--- src/ecsr_defines.svh ---
// address map constants for the ethernet control and status register bank
`ifndef ECSR_DEFINES_SVH
`define ECSR_DEFINES_SVH

// ****************************************************************
// ranges (word address bits [11:8])
// ****************************************************************
`define ECSR_RNG_KR       4'h0
`define ECSR_RNG_PHY      4'h3
`define ECSR_RNG_TXMAC    4'h4
`define ECSR_RNG_RXMAC    4'h5
`define ECSR_RNG_TXPAUSE  4'h6
`define ECSR_RNG_RXPAUSE  4'h7
`define ECSR_RNG_TXSTAT   4'h8
`define ECSR_RNG_RXSTAT   4'h9
`define ECSR_RNG_TXPTP    4'hA
`define ECSR_RNG_RXPTP    4'hB
`define ECSR_NUM_RNG      10

// ****************************************************************
// local offsets common to every range except kr
// ****************************************************************
`define ECSR_LOC_REVID    8'h00
`define ECSR_LOC_SCRATCH  8'h01
`define ECSR_LOC_NAME0    8'h02
`define ECSR_LOC_NAME1    8'h03
`define ECSR_LOC_NAME2    8'h04

// ****************************************************************
// kr sub-ranges
// ****************************************************************
`define ECSR_KR_LO        8'hB0
`define ECSR_KR_TOP_HI    8'hB7
`define ECSR_KR_FEC_HI    8'hBD
`define ECSR_AN_LO        8'hC0
`define ECSR_AN_HI        8'hCC
`define ECSR_LT_LO        8'hD0
`define ECSR_LT_HI        8'hEB

// ****************************************************************
// config and status register word addresses
// ****************************************************************
`define ECSR_A_LF_CFG     12'h405
`define ECSR_A_IPG_REM    12'h406
`define ECSR_A_TX_MAX     12'h407
`define ECSR_A_RX_MAX     12'h506
`define ECSR_A_RX_FCS     12'h507
`define ECSR_A_LF_STATE   12'h508
`define ECSR_A_RX_LENCHK  12'h50A
`define ECSR_A_TXST_CFG   12'h845
`define ECSR_A_TXST_STATE 12'h846

// ****************************************************************
// reset and fixed values
// ****************************************************************
`define ECSR_RESERVED_VAL 32'h0000_0000
`define ECSR_REVID_VAL    32'h0000_0001
`define ECSR_NAME0_VAL    32'h2020_2020
`define ECSR_NAME1_VAL    32'h2020_2020
`define ECSR_NAME2_VAL    32'h2020_2020
`define ECSR_MAXLEN_RST   32'h0000_05EE
`define ECSR_ZERO32       32'h0000_0000
`define ECSR_ONE32        32'h0000_0001

`endif

--- src/ecsr_pkg.sv ---
// types for the ethernet control and status register bank
package ecsr_pkg;
  typedef enum logic [1:0] {
    ECSR_IDLE = 2'b00,
    ECSR_RESP = 2'b01
  } ecsr_state_t;

  typedef struct packed {
    logic        rd;
    logic        wr;
    logic [11:0] addr;
    logic [31:0] wdata;
  } ecsr_req_t;

  typedef struct packed {
    logic        kr;
    logic        fec;
    logic        an;
    logic        lt;
    logic        link_fault;
    logic        avg_ipg;
    logic        pause;
    logic        tx_stats;
    logic        rx_stats;
    logic        ptp;
  } ecsr_opt_t;
endpackage : ecsr_pkg

--- src/ecsr_bank.sv ---
// register bank and address map for the ethernet mac and phy control space
`timescale 1ns/10ps
`include "ecsr_defines.svh"

module ecsr_bank (
  // clock and reset
  input  wire logic                 i_clk,
  input  wire logic                 i_sys_rst,
  // build options
  input  wire ecsr_pkg::ecsr_opt_t  i_opt,
  // control and status interface
  input  wire ecsr_pkg::ecsr_req_t  i_req,
  output logic                      o_waitrequest,
  output logic      [31:0]          o_readdata,
  output logic                      o_readdata_valid,
  // mac status inputs
  input  wire logic [31:0]          i_link_fault_state,
  input  wire logic [31:0]          i_tx_stats_state,
  input  wire logic                 i_tx_frame_done,
  input  wire logic [31:0]          i_tx_frame_len,
  input  wire logic                 i_rx_frame_done,
  input  wire logic [31:0]          i_rx_frame_len,
  input  wire logic                 i_rx_len_mismatch,
  // configuration outputs
  output logic      [31:0]          o_link_fault_gen_config,
  output logic      [31:0]          o_gap_column_removal,
  output logic      [31:0]          o_tx_max_frame_length,
  output logic      [31:0]          o_rx_max_frame_length,
  output logic      [31:0]          o_rx_fcs_forward_config,
  output logic      [31:0]          o_rx_length_check_enable,
  output logic      [31:0]          o_tx_stats_config,
  // statistics and error outputs
  output logic      [31:0]          o_tx_oversize_frame_count,
  output logic      [31:0]          o_rx_oversize_frame_count,
  output logic                      o_rx_length_error
);
  import ecsr_pkg::*;

  // ****************************************************************
  // decode
  // ****************************************************************
  logic [`ECSR_NUM_RNG-1:0]    rng_hit;
  logic [3:0]                  rng_idx;
  logic                        kr_sub_hit;
  logic [7:0]                  loc;
  logic [`ECSR_NUM_RNG-1:0]    scr_wr;
  logic [`ECSR_NUM_RNG*32-1:0] scr_value;
  logic                        wr_ok;

  assign loc   = i_req.addr[7:0];
  assign wr_ok = i_req.wr && !o_waitrequest;

  ecsr_decode u_decode (
    .i_addr       (i_req.addr),
    .i_opt        (i_opt),
    .o_rng_hit    (rng_hit),
    .o_rng_idx    (rng_idx),
    .o_kr_sub_hit (kr_sub_hit)
  );

  always_comb begin
    scr_wr = '0;
    if (wr_ok && loc == `ECSR_LOC_SCRATCH) begin
      scr_wr = rng_hit;
    end
  end

  ecsr_scratch u_scratch (
    .i_clk     (i_clk),
    .i_sys_rst (i_sys_rst),
    .i_wr      (scr_wr),
    .i_wdata   (i_req.wdata),
    .o_value   (scr_value)
  );

  // ****************************************************************
  // configuration registers
  // ****************************************************************
  logic [31:0] next_lf_cfg;
  logic [31:0] next_ipg;
  logic [31:0] next_tx_max;
  logic [31:0] next_rx_max;
  logic [31:0] next_rx_fcs;
  logic [31:0] next_lenchk;
  logic [31:0] next_txst_cfg;

  always_comb begin
    next_lf_cfg   = o_link_fault_gen_config;
    next_ipg      = o_gap_column_removal;
    next_tx_max   = o_tx_max_frame_length;
    next_rx_max   = o_rx_max_frame_length;
    next_rx_fcs   = o_rx_fcs_forward_config;
    next_lenchk   = o_rx_length_check_enable;
    next_txst_cfg = o_tx_stats_config;

    // unlisted, read-only and reserved addresses store nothing
    if (wr_ok) begin
      case (i_req.addr)
        `ECSR_A_LF_CFG: begin
          if (i_opt.link_fault) begin
            next_lf_cfg = i_req.wdata;
          end
        end
        `ECSR_A_IPG_REM: begin
          if (i_opt.avg_ipg) begin
            next_ipg = i_req.wdata;
          end
        end
        `ECSR_A_TX_MAX: begin
          next_tx_max = i_req.wdata;
        end
        `ECSR_A_RX_MAX: begin
          next_rx_max = i_req.wdata;
        end
        `ECSR_A_RX_FCS: begin
          next_rx_fcs = i_req.wdata;
        end
        `ECSR_A_RX_LENCHK: begin
          next_lenchk = i_req.wdata;
        end
        `ECSR_A_TXST_CFG: begin
          if (i_opt.tx_stats) begin
            next_txst_cfg = i_req.wdata;
          end
        end
        default: begin
          next_lf_cfg = o_link_fault_gen_config;
        end
      endcase
    end
  end

  always_ff @(posedge i_clk) begin
    if (i_sys_rst) begin
      o_link_fault_gen_config  <= `ECSR_ZERO32;
      o_gap_column_removal     <= `ECSR_ZERO32;
      o_tx_max_frame_length    <= `ECSR_MAXLEN_RST;
      o_rx_max_frame_length    <= `ECSR_MAXLEN_RST;
      o_rx_fcs_forward_config  <= `ECSR_ZERO32;
      o_rx_length_check_enable <= `ECSR_ZERO32;
      o_tx_stats_config        <= `ECSR_ZERO32;
    end else begin
      o_link_fault_gen_config  <= next_lf_cfg;
      o_gap_column_removal     <= next_ipg;
      o_tx_max_frame_length    <= next_tx_max;
      o_rx_max_frame_length    <= next_rx_max;
      o_rx_fcs_forward_config  <= next_rx_fcs;
      o_rx_length_check_enable <= next_lenchk;
      o_tx_stats_config        <= next_txst_cfg;
    end
  end

  // ****************************************************************
  // oversize counters and length error
  // ****************************************************************
  logic [31:0] next_tx_ovr;
  logic [31:0] next_rx_ovr;
  logic        next_len_err;

  always_comb begin
    next_tx_ovr  = o_tx_oversize_frame_count;
    next_rx_ovr  = o_rx_oversize_frame_count;
    next_len_err = 1'b0;

    if (i_tx_frame_done && i_tx_frame_len > o_tx_max_frame_length) begin
      next_tx_ovr = o_tx_oversize_frame_count + `ECSR_ONE32;
    end

    if (i_rx_frame_done && i_rx_frame_len > o_rx_max_frame_length) begin
      next_rx_ovr = o_rx_oversize_frame_count + `ECSR_ONE32;
    end

    if (i_rx_frame_done && i_rx_len_mismatch && o_rx_length_check_enable[0]) begin
      next_len_err = 1'b1;
    end
  end

  always_ff @(posedge i_clk) begin
    if (i_sys_rst) begin
      o_tx_oversize_frame_count <= `ECSR_ZERO32;
      o_rx_oversize_frame_count <= `ECSR_ZERO32;
      o_rx_length_error         <= 1'b0;
    end else begin
      o_tx_oversize_frame_count <= next_tx_ovr;
      o_rx_oversize_frame_count <= next_rx_ovr;
      o_rx_length_error         <= next_len_err;
    end
  end

  // ****************************************************************
  // read mux
  // ****************************************************************
  logic [31:0] rd_value;

  always_comb begin
    rd_value = `ECSR_RESERVED_VAL;
    if (rng_hit != '0) begin
      case (loc)
        `ECSR_LOC_REVID: begin
          rd_value = `ECSR_REVID_VAL;
        end
        `ECSR_LOC_SCRATCH: begin
          rd_value = scr_value[rng_idx*32 +: 32];
        end
        `ECSR_LOC_NAME0: begin
          rd_value = `ECSR_NAME0_VAL;
        end
        `ECSR_LOC_NAME1: begin
          rd_value = `ECSR_NAME1_VAL;
        end
        `ECSR_LOC_NAME2: begin
          rd_value = `ECSR_NAME2_VAL;
        end
        default: begin
          rd_value = `ECSR_RESERVED_VAL;
        end
      endcase
    end

    // kr sub-range contents live outside this bank and read the fixed value
    if (kr_sub_hit) begin
      rd_value = `ECSR_RESERVED_VAL;
    end

    case (i_req.addr)
      `ECSR_A_LF_CFG: begin
        if (i_opt.link_fault) begin
          rd_value = o_link_fault_gen_config;
        end
      end
      `ECSR_A_IPG_REM: begin
        if (i_opt.avg_ipg) begin
          rd_value = o_gap_column_removal;
        end
      end
      `ECSR_A_TX_MAX: begin
        rd_value = o_tx_max_frame_length;
      end
      `ECSR_A_RX_MAX: begin
        rd_value = o_rx_max_frame_length;
      end
      `ECSR_A_RX_FCS: begin
        rd_value = o_rx_fcs_forward_config;
      end
      `ECSR_A_LF_STATE: begin
        if (i_opt.link_fault) begin
          rd_value = i_link_fault_state;
        end else begin
          rd_value = `ECSR_ZERO32;
        end
      end
      `ECSR_A_RX_LENCHK: begin
        rd_value = o_rx_length_check_enable;
      end
      `ECSR_A_TXST_CFG: begin
        if (i_opt.tx_stats) begin
          rd_value = o_tx_stats_config;
        end
      end
      `ECSR_A_TXST_STATE: begin
        if (i_opt.tx_stats) begin
          rd_value = i_tx_stats_state;
        end
      end
      default: begin
        // other addresses keep the range result
      end
    endcase
  end

  // ****************************************************************
  // response handshake
  // ****************************************************************
  ecsr_state_t state;
  ecsr_state_t next_state;
  logic [31:0] next_rdata;
  logic        next_rvalid;

  always_comb begin
    next_state  = state;
    next_rdata  = o_readdata;
    next_rvalid = 1'b0;

    case (state)
      ECSR_IDLE: begin
        if (i_req.rd) begin
          next_state  = ECSR_RESP;
          next_rdata  = rd_value;
          next_rvalid = 1'b1;
        end
      end
      ECSR_RESP: begin
        next_state = ECSR_IDLE;
      end
      default: begin
        next_state = ECSR_IDLE;
      end
    endcase
  end

  always_ff @(posedge i_clk) begin
    if (i_sys_rst) begin
      state            <= ECSR_IDLE;
      o_readdata       <= `ECSR_ZERO32;
      o_readdata_valid <= 1'b0;
    end else begin
      state            <= next_state;
      o_readdata       <= next_rdata;
      o_readdata_valid <= next_rvalid;
    end
  end

  // reads stall one cycle; writes never stall
  always_comb begin
    o_waitrequest = 1'b0;
    if (i_req.rd && (state == ECSR_IDLE)) begin
      o_waitrequest = 1'b1;
    end
  end
endmodule : ecsr_bank

--- src/ecsr_scratch.sv ---
// per-range scratch registers
`timescale 1ns/10ps
`include "ecsr_defines.svh"
module ecsr_scratch (
  // clock and reset
  input  wire logic                      i_clk,
  input  wire logic                      i_sys_rst,
  // write strobes and data
  input  wire logic [`ECSR_NUM_RNG-1:0]  i_wr,
  input  wire logic [31:0]               i_wdata,
  // stored values
  output logic      [`ECSR_NUM_RNG*32-1:0] o_value
);
  import ecsr_pkg::*;
  logic [`ECSR_NUM_RNG*32-1:0] next_value;

  always_comb begin
    next_value = o_value;
    for (int k = 0; k < `ECSR_NUM_RNG; k++) begin
      if (i_wr[k]) begin
        next_value[k*32 +: 32] = i_wdata;
      end
    end
  end

  always_ff @(posedge i_clk) begin
    if (i_sys_rst) begin
      o_value <= '0;
    end else begin
      o_value <= next_value;
    end
  end
endmodule : ecsr_scratch

--- src/ecsr_decode.sv ---
// range and option decode of a word address
`timescale 1ns/10ps
`include "ecsr_defines.svh"
module ecsr_decode (
  // address and build options
  input  wire logic [11:0]              i_addr,
  input  wire ecsr_pkg::ecsr_opt_t      i_opt,
  // decode results
  output logic      [`ECSR_NUM_RNG-1:0] o_rng_hit,
  output logic      [3:0]               o_rng_idx,
  output logic                          o_kr_sub_hit
);
  import ecsr_pkg::*;
  logic [3:0] rng;
  logic [7:0] loc;

  always_comb begin
    rng          = i_addr[11:8];
    loc          = i_addr[7:0];
    o_rng_hit    = '0;
    o_rng_idx    = 4'h0;
    o_kr_sub_hit = 1'b0;
    case (rng)
      `ECSR_RNG_KR: begin
        // low space is reserved apart from kr sub-ranges
        if (i_opt.kr && loc >= `ECSR_KR_LO && loc <= `ECSR_KR_TOP_HI) o_kr_sub_hit = 1'b1;
        if (i_opt.kr && i_opt.fec && loc > `ECSR_KR_TOP_HI && loc <= `ECSR_KR_FEC_HI) o_kr_sub_hit = 1'b1;
        if (i_opt.kr && i_opt.an && loc >= `ECSR_AN_LO && loc <= `ECSR_AN_HI) o_kr_sub_hit = 1'b1;
        if (i_opt.kr && i_opt.lt && loc >= `ECSR_LT_LO && loc <= `ECSR_LT_HI) o_kr_sub_hit = 1'b1;
      end
      `ECSR_RNG_PHY: begin
        o_rng_hit[1] = 1'b1;
        o_rng_idx    = 4'h1;
      end
      `ECSR_RNG_TXMAC: begin
        o_rng_hit[2] = 1'b1;
        o_rng_idx    = 4'h2;
      end
      `ECSR_RNG_RXMAC: begin
        o_rng_hit[3] = 1'b1;
        o_rng_idx    = 4'h3;
      end
      `ECSR_RNG_TXPAUSE: begin
        o_rng_hit[4] = i_opt.pause;
        o_rng_idx    = 4'h4;
      end
      `ECSR_RNG_RXPAUSE: begin
        o_rng_hit[5] = i_opt.pause;
        o_rng_idx    = 4'h5;
      end
      `ECSR_RNG_TXSTAT: begin
        o_rng_hit[6] = i_opt.tx_stats;
        o_rng_idx    = 4'h6;
      end
      `ECSR_RNG_RXSTAT: begin
        o_rng_hit[7] = i_opt.rx_stats;
        o_rng_idx    = 4'h7;
      end
      `ECSR_RNG_TXPTP: begin
        o_rng_hit[8] = i_opt.ptp;
        o_rng_idx    = 4'h8;
      end
      `ECSR_RNG_RXPTP: begin
        o_rng_hit[9] = i_opt.ptp;
        o_rng_idx    = 4'h9;
      end
      default: begin o_rng_hit = '0; end
    endcase
  end
endmodule : ecsr_decode

--- config.mk ---
export PLATFORM = sky130hd
export DESIGN_NAME = ecsr_bank
export DESIGN_NICKNAME = d
export VERILOG_FILES = /design/src/ecsr_pkg.sv /design/src/ecsr_bank.sv /design/src/ecsr_scratch.sv /design/src/ecsr_decode.sv
export VERILOG_INCLUDE_DIRS = /design/src
export SDC_FILE = /design/constraint.sdc
export NUM_CORES = 2
export LEC_CHECK = 0
export ABC_CLOCK_PERIOD_IN_PS = 4000
export BUFFER_PORTS_ARGS = -buffer_cell sky130_fd_sc_hd__buf_2
export CELL_PAD_IN_SITES_DETAIL_PLACEMENT = 1
export CELL_PAD_IN_SITES_GLOBAL_PLACEMENT = 1
export CORE_ASPECT_RATIO = 1.2
export CORE_MARGIN = 1
export CORE_UTILIZATION = 31
export DETAILED_ROUTE_END_ITERATION = 10
export PLACE_DENSITY = 0.7
export SYNTH_ARGS = -nofsm -noshare
export SYNTH_HDL_FRONTEND = slang
export SYNTH_SLANG_ARGS = --single-unit
export TNS_END_PERCENT = 30
--- constraint.sdc ---
create_clock -name i_clk -period 4 [get_ports i_clk]
set_clock_uncertainty 0.1 [all_clocks]
set_input_delay 0.4 -clock i_clk [delete_from_list [all_inputs] [get_ports i_clk]]
set_output_delay 0.4 -clock i_clk [all_outputs]
set_load 0.01 [all_outputs]
[After elaboration in Yosys (flattened, before gate mapping)]
Cells that the tools add are included.
Cells by class
  add/sub/neg operators: 2
  reductions and logical operators: 33
  magnitude comparators: 10
  shifts and indexed selects: 1
  bitwise logic cells: 1
  div/mod/pow operators: 0
  multiplexer cells: 28
  $mul: 0
  eq/ne operators: 22
Operators with widths (number)
  320-bit by 10-bit variable part select with 32-bit output: 1
  32-bit case mux with 9 select lines: 1
  32-bit two-way mux: 7
  32-bit case mux with 3 select lines: 1
  12-bit by 11-bit == test with 1-bit output, second input constant: 7
  32-bit by 1-bit adder with 32-bit output, second input constant: 2
  32-bit greater-than comparator: 2
  4-bit case mux with 9 select lines: 1
  8-bit less-or-equal comparator, second input constant: 4
  12-bit == test, second input constant: 2
  8-bit >= comparator, second input constant: 3
  1-bit logical AND: 18
  1-bit two-way mux: 17
  4-bit by 3-bit == test with 1-bit output, second input constant: 4
  4-bit == test, second input constant: 4
  8-bit by 2-bit == test with 1-bit output, second input constant: 2
  10-bit two-way mux: 1
  2-bit AND reduction: 5
  10-bit nonzero test: 1
  3-bit AND reduction: 3
  8-bit by 1-bit == test with 1-bit output, second input constant: 1
  8-bit by 3-bit == test with 1-bit output, second input constant: 1
  8-bit greater-than comparator, second input constant: 1
  8-bit zero test: 1
  other kinds (7): 7
Word-level totals
  bits in writable memories: 0
  register bits: 643
  memories: 0
  output and inout bits: 323
  bits in latches: 0
  input port bits: 189
  word-level logic and storage cells: 120
  memory bits (read-only): 0

[Logic depth before layout (Yosys ltp)]
  word-level depth: 11
  depth in mapped cells: 11
  mapped depth without buffers: 9

[Hierarchy]
Synthesis repeated with hierarchy kept, for this count alone.
Second synthesis, totals
  cell total of the unflattened synthesis: 3425
  area total of the unflattened synthesis: 31811.8 µm²
By module, submodules not included
  ecsr_bank: instances 1, cells an instance 2315, area an instance 19208.4 µm², sequential area each 6466.2 µm²
  ecsr_scratch: instances 1, cells an instance 1068, area an instance 12348.1 µm², sequential area each 6406.1 µm²
  ecsr_decode: instances 1, cells an instance 42, area an instance 255.2 µm², sequential area each 0.0 µm²

[Least setup slack after synthesis]
OpenSTA, ideal clock, no wires.
  path kind: register -> register
  start: register o_tx_max_frame_length[31]
  end: register o_tx_oversize_frame_count[1]
  library setup time: 128 ps
  stages on the path, launching flop included: 12
  clock period less this slack: 2940 ps
  data required time: 3772 ps
  arrival time: 2712 ps
  setup slack: 1060 ps
  buffers on the path: 2
  path through: dfxtp_1 -> inv_1 -> ha_1 -> nand4_1 -> or4_1 -> o41ai_1 -> a31oi_1 -> nor2_1 -> buf_2 -> buf_2 -> mux2i_1 -> nor2_1
On the way
  word-level cells in the longest chain between the ends: 2
RTL lines
  start, declared: RTL line ecsr_bank.sv:27  | output logic [31:0] o_tx_max_frame_length,
  start signal, assigned: RTL line ecsr_bank.sv:137  | o_tx_max_frame_length <= `ECSR_MAXLEN_RST;
  start signal, assigned: RTL line ecsr_bank.sv:145  | o_tx_max_frame_length <= next_tx_max;
  32-bit greater-than comparator: RTL line ecsr_bank.sv:165  | if (i_tx_frame_done && i_tx_frame_len > o_tx_max_frame_length) begin
  1-bit logical AND: RTL line ecsr_bank.sv:165
  end signal, assigned: RTL line ecsr_bank.sv:180  | o_tx_oversize_frame_count <= `ECSR_ZERO32;
  end signal, assigned: RTL line ecsr_bank.sv:184  | o_tx_oversize_frame_count <= next_tx_ovr;
  end, declared: RTL line ecsr_bank.sv:33  | output logic [31:0] o_tx_oversize_frame_count,
No other way between the ends.
A chain may end at the register's enable or synchronous reset.

[Worst setup path after layout]
  start: register o_tx_max_frame_length[19]
  end: register o_tx_oversize_frame_count[26]
The elaborated chain is that of the path after synthesis.

==> results.sh <==
export IMPL_p_per_area_nw_per_um2=404
export IMPL_synth_fa_ha_area_share_pct=2.92
export IMPL_grt_usage_pct=29.9
export IMPL_largest_register="u_scratch.o_value"
export IMPL_synthXorXnorAreaFrac_pct=0.248
export IMPL_clock_power_share_pct=49.4
export IMPL_cts_tree="yes"
export IMPL_synthCells=3762
export IMPL_cp_start_kind="register"
export IMPL_switching_share_pct=25.6
export IMPL_cp_top_family="simple AND/OR/NAND/NOR gates"
export IMPL_max_stage_delay_ns=0.52
export IMPL_start_util_pct=31.5
export IMPL_rsz0062_at_grt="false"
export IMPL_routed_via_count=30600
export IMPL_power_leakage_nw=13.0
export IMPL_synth_cells_most_frequent="nand2_1, a21oi_1, dfxtp_1, clkbuf_1, nor2_1"
export IMPL_synth_compound_gate_area_share_pct=21.4
export IMPL_dp_cells=5218
export IMPL_power_share_combinational_pct=7.0
export IMPL_ir_drop_mv=0.314
export IMPL_finalCriticalPeriod_ns=3.53
export IMPL_layout_cells_non_filler=5358
export IMPL_required_ns=4.47
export IMPL_wl_mm=142
export IMPL_power_switching_mw=3.60
export IMPL_largest_reg_flops=288
export IMPL_syn_to_final_growth_pct=23.0
export IMPL_die_area_um2=92400
export IMPL_crit_type="register to register"
export IMPL_hpwl_mm=101
export IMPL_slew_headroom_pct=22.8
export IMPL_p_int_mw=10.5
export IMPL_maxSlewViolCount=0
export IMPL_synth_top_cell_by_area="dfxtp_1"
export IMPL_synth_seq_area_share_pct=43.3
export IMPL_timing_final_crit_share_pct=88.4
export IMPL_drt_wirelength_per_cell_um=26.5
export IMPL_overflow=0
export IMPL_synth_ff_type="dfxtp_1"
export IMPL_worstSetupStartpoint="o_tx_max_frame_length[19]"
export IMPL_fin_util_pct=38.7
export IMPL_cts_buffer_depth=3
export IMPL_drc=0
export IMPL_seqPwrFrac_pct=43.6
export IMPL_io_buffers=507
export IMPL_cts_made_buffers=72
export IMPL_max_freq_mhz=283
export IMPL_synth_cell_types=73
export IMPL_cp_max_fo=22
export IMPL_synth_edf_count=0
export IMPL_antenna_found_initial=14
export IMPL_synth_most_common_cell="nand2_1"
export IMPL_fin_nets=4389
export IMPL_r2r_start="o_tx_max_frame_length[19]"
export IMPL_hold_viol=0
export IMPL_tns_ns=0
export IMPL_grt_max_degree=117
export IMPL_die_width_um=278
export IMPL_tightest_slew_ns=1.16
export IMPL_status="finished, final reports clean"
export IMPL_synth_area_um2=28300
export IMPL_synthMuxAreaShare_pct=2.18
export IMPL_grt_pass1_wl_mm=207
export IMPL_cts_root_buffer="clkbuf_16"
export IMPL_drt_antenna_violating_nets=0
export IMPL_clkSinkCount=611
export IMPL_die_y_um=333
export IMPL_synth_area_leaders="dfxtp_1, nand2_1, a21oi_1"
export IMPL_crit_chain="inv_1 -> ha_1 -> nand4_1 -> nor4_1 -> o311ai_0 -> a31oi_1 -> nor2_1 -> buf_4 -> or4_1 -> a21oi_1"
export IMPL_post_cts_buffers=0
export IMPL_slowest_stage="or4_1"
export IMPL_synth_simple_area_share_pct=23.9
export IMPL_coreArea_um2=89800
export IMPL_core_rowCount=120
export IMPL_worst_path_buf_inv=2
export IMPL_max_cap_violations=0
export IMPL_drive_gt1_share_pct=19.4
export IMPL_worst_setup_path_end_kind="register"
export IMPL_clkTransAtPathRegs_ns=0.06
export IMPL_drtIter0Drc=2835
export IMPL_ys_warn_count=0
export IMPL_min_delay_start="i_req[0]"
export IMPL_io_pins=512
export IMPL_clk_latency_ns=0.64
export IMPL_synth_top_family_by_area="simple AND/OR/NAND/NOR gates"
export IMPL_synthesis_nets=4017
export IMPL_min_path_type="primary input to register"
export IMPL_ys_ff_latch=611
export IMPL_grt_pass1_vias=30400
export IMPL_setup_viol=0
export IMPL_cts_htree_levels=3
export IMPL_yosysTopAreaCellShare_pct=43.3
export IMPL_gp_congestion=0.907
export IMPL_vias_per_cell=5.71
export IMPL_synthArstFlopShare_pct=0
export IMPL_avgSynthCellArea_um2=7.51
export IMPL_cp_data_arrival_time_ns=4.00
export IMPL_firstDrtPassIters=8
[placed cells by master, fill, tap and decap left out, drive strengths merged, types with 22 or more instances in the layout]
cell type / count
a22o: 37
clkbuf: 106
inv: 91
or4: 32
dfxtp: 611
nand2b: 22
a22oi: 24
mux2i: 38
nand3: 69
or3: 25
buf: 649
ha: 66
o21ai: 73
a21oi: 612
nand4: 48
a221oi: 30
a311oi: 24
o31ai: 24
nor2: 93
nand2: 1195
and3: 22
a222oi: 42
[worst paths after layout]
check        cells after the start                       endpoint  slack, ns
max reg2reg                     10  o_tx_oversize_frame_count[26]       0.47
min reg2reg                      2         u_scratch.o_value[232]       0.35
max                             10  o_tx_oversize_frame_count[26]       0.47
min                              3         u_scratch.o_value[256]       0.08
[metrics by stage]
step                area (um2)  hold slack, ns  power [mW]  setup slack, ns
floorplan                28300           0.327        6.74             1.06
global placement         32300           0.335        7.22            0.455
detailed placement       32300           0.339        7.22            0.403
CTS                      34700          0.0542        14.1            0.425
global route             34700          0.0940        14.4            0.348
finish                   34800          0.0840        14.0            0.466
[cell families (layout without fill, tap and decap cells)]
kind of cell | Yosys count | in the layout
buffers and inverters | 439 | 868
AND/OR/NAND/NOR | 1587 | 1587
multiplexers | 53 | 53
adder cells (fa/ha/maj) | 66 | 66
other | 0 | 8
XOR/XNOR | 8 | 8
AO/OA/AOI/OAI | 998 | 998
flip-flops | 611 | 611
[power groups by stage]
| stage | logic, mW | registers, mW | clock network, mW |
|---|---|---|---|
| after global placement | 0.950 | 6.27 | 0 |
| after global routing | 1.02 | 6.13 | 7.27 |
| after detailed placement | 0.957 | 6.27 | 0 |
| after floorplan | 0.470 | 6.27 | 0 |
| final | 0.977 | 6.13 | 6.94 |
| after CTS | 0.962 | 6.13 | 7.03 |
[routing by layer]
metal	share of wire, %	GRT usage (%)	vias up
li1	-	-	13700
met1	41	37.0	15400
met2	47	49.9	1217
met3	7.2	5.84	319
met4	4.6	13.5	12
met5	0.056	0	-
[cell type report]
type	count	area (um2)
diodes	8	20.0
clock buffers	106	2070
clock inverters	25	349
fillers	11100	55000
inverters	87	327
multi-input cells	2712	14400
flip-flops and latches	611	12200
well taps	1159	1450
repair buffers	650	3890
[worst register-to-register path: cells and delay by family, from the launching register on]
| kind | cells | cell delay, ns |
|---|---|---|
| fa+ha+maj | 1 | 0.32 |
| flops | 1 | 0.42 |
| simple gates | 4 | 1.57 |
| compound gates | 3 | 0.75 |
| buf+inv | 2 | 0.32 |
[timing repair]
item                                   in CTS  in global routing
endpoints found under the hold margin       1                  0
resized for setup                           0                  0
hold buffers                                1                  0
Power figures use the tool's default switching activity.
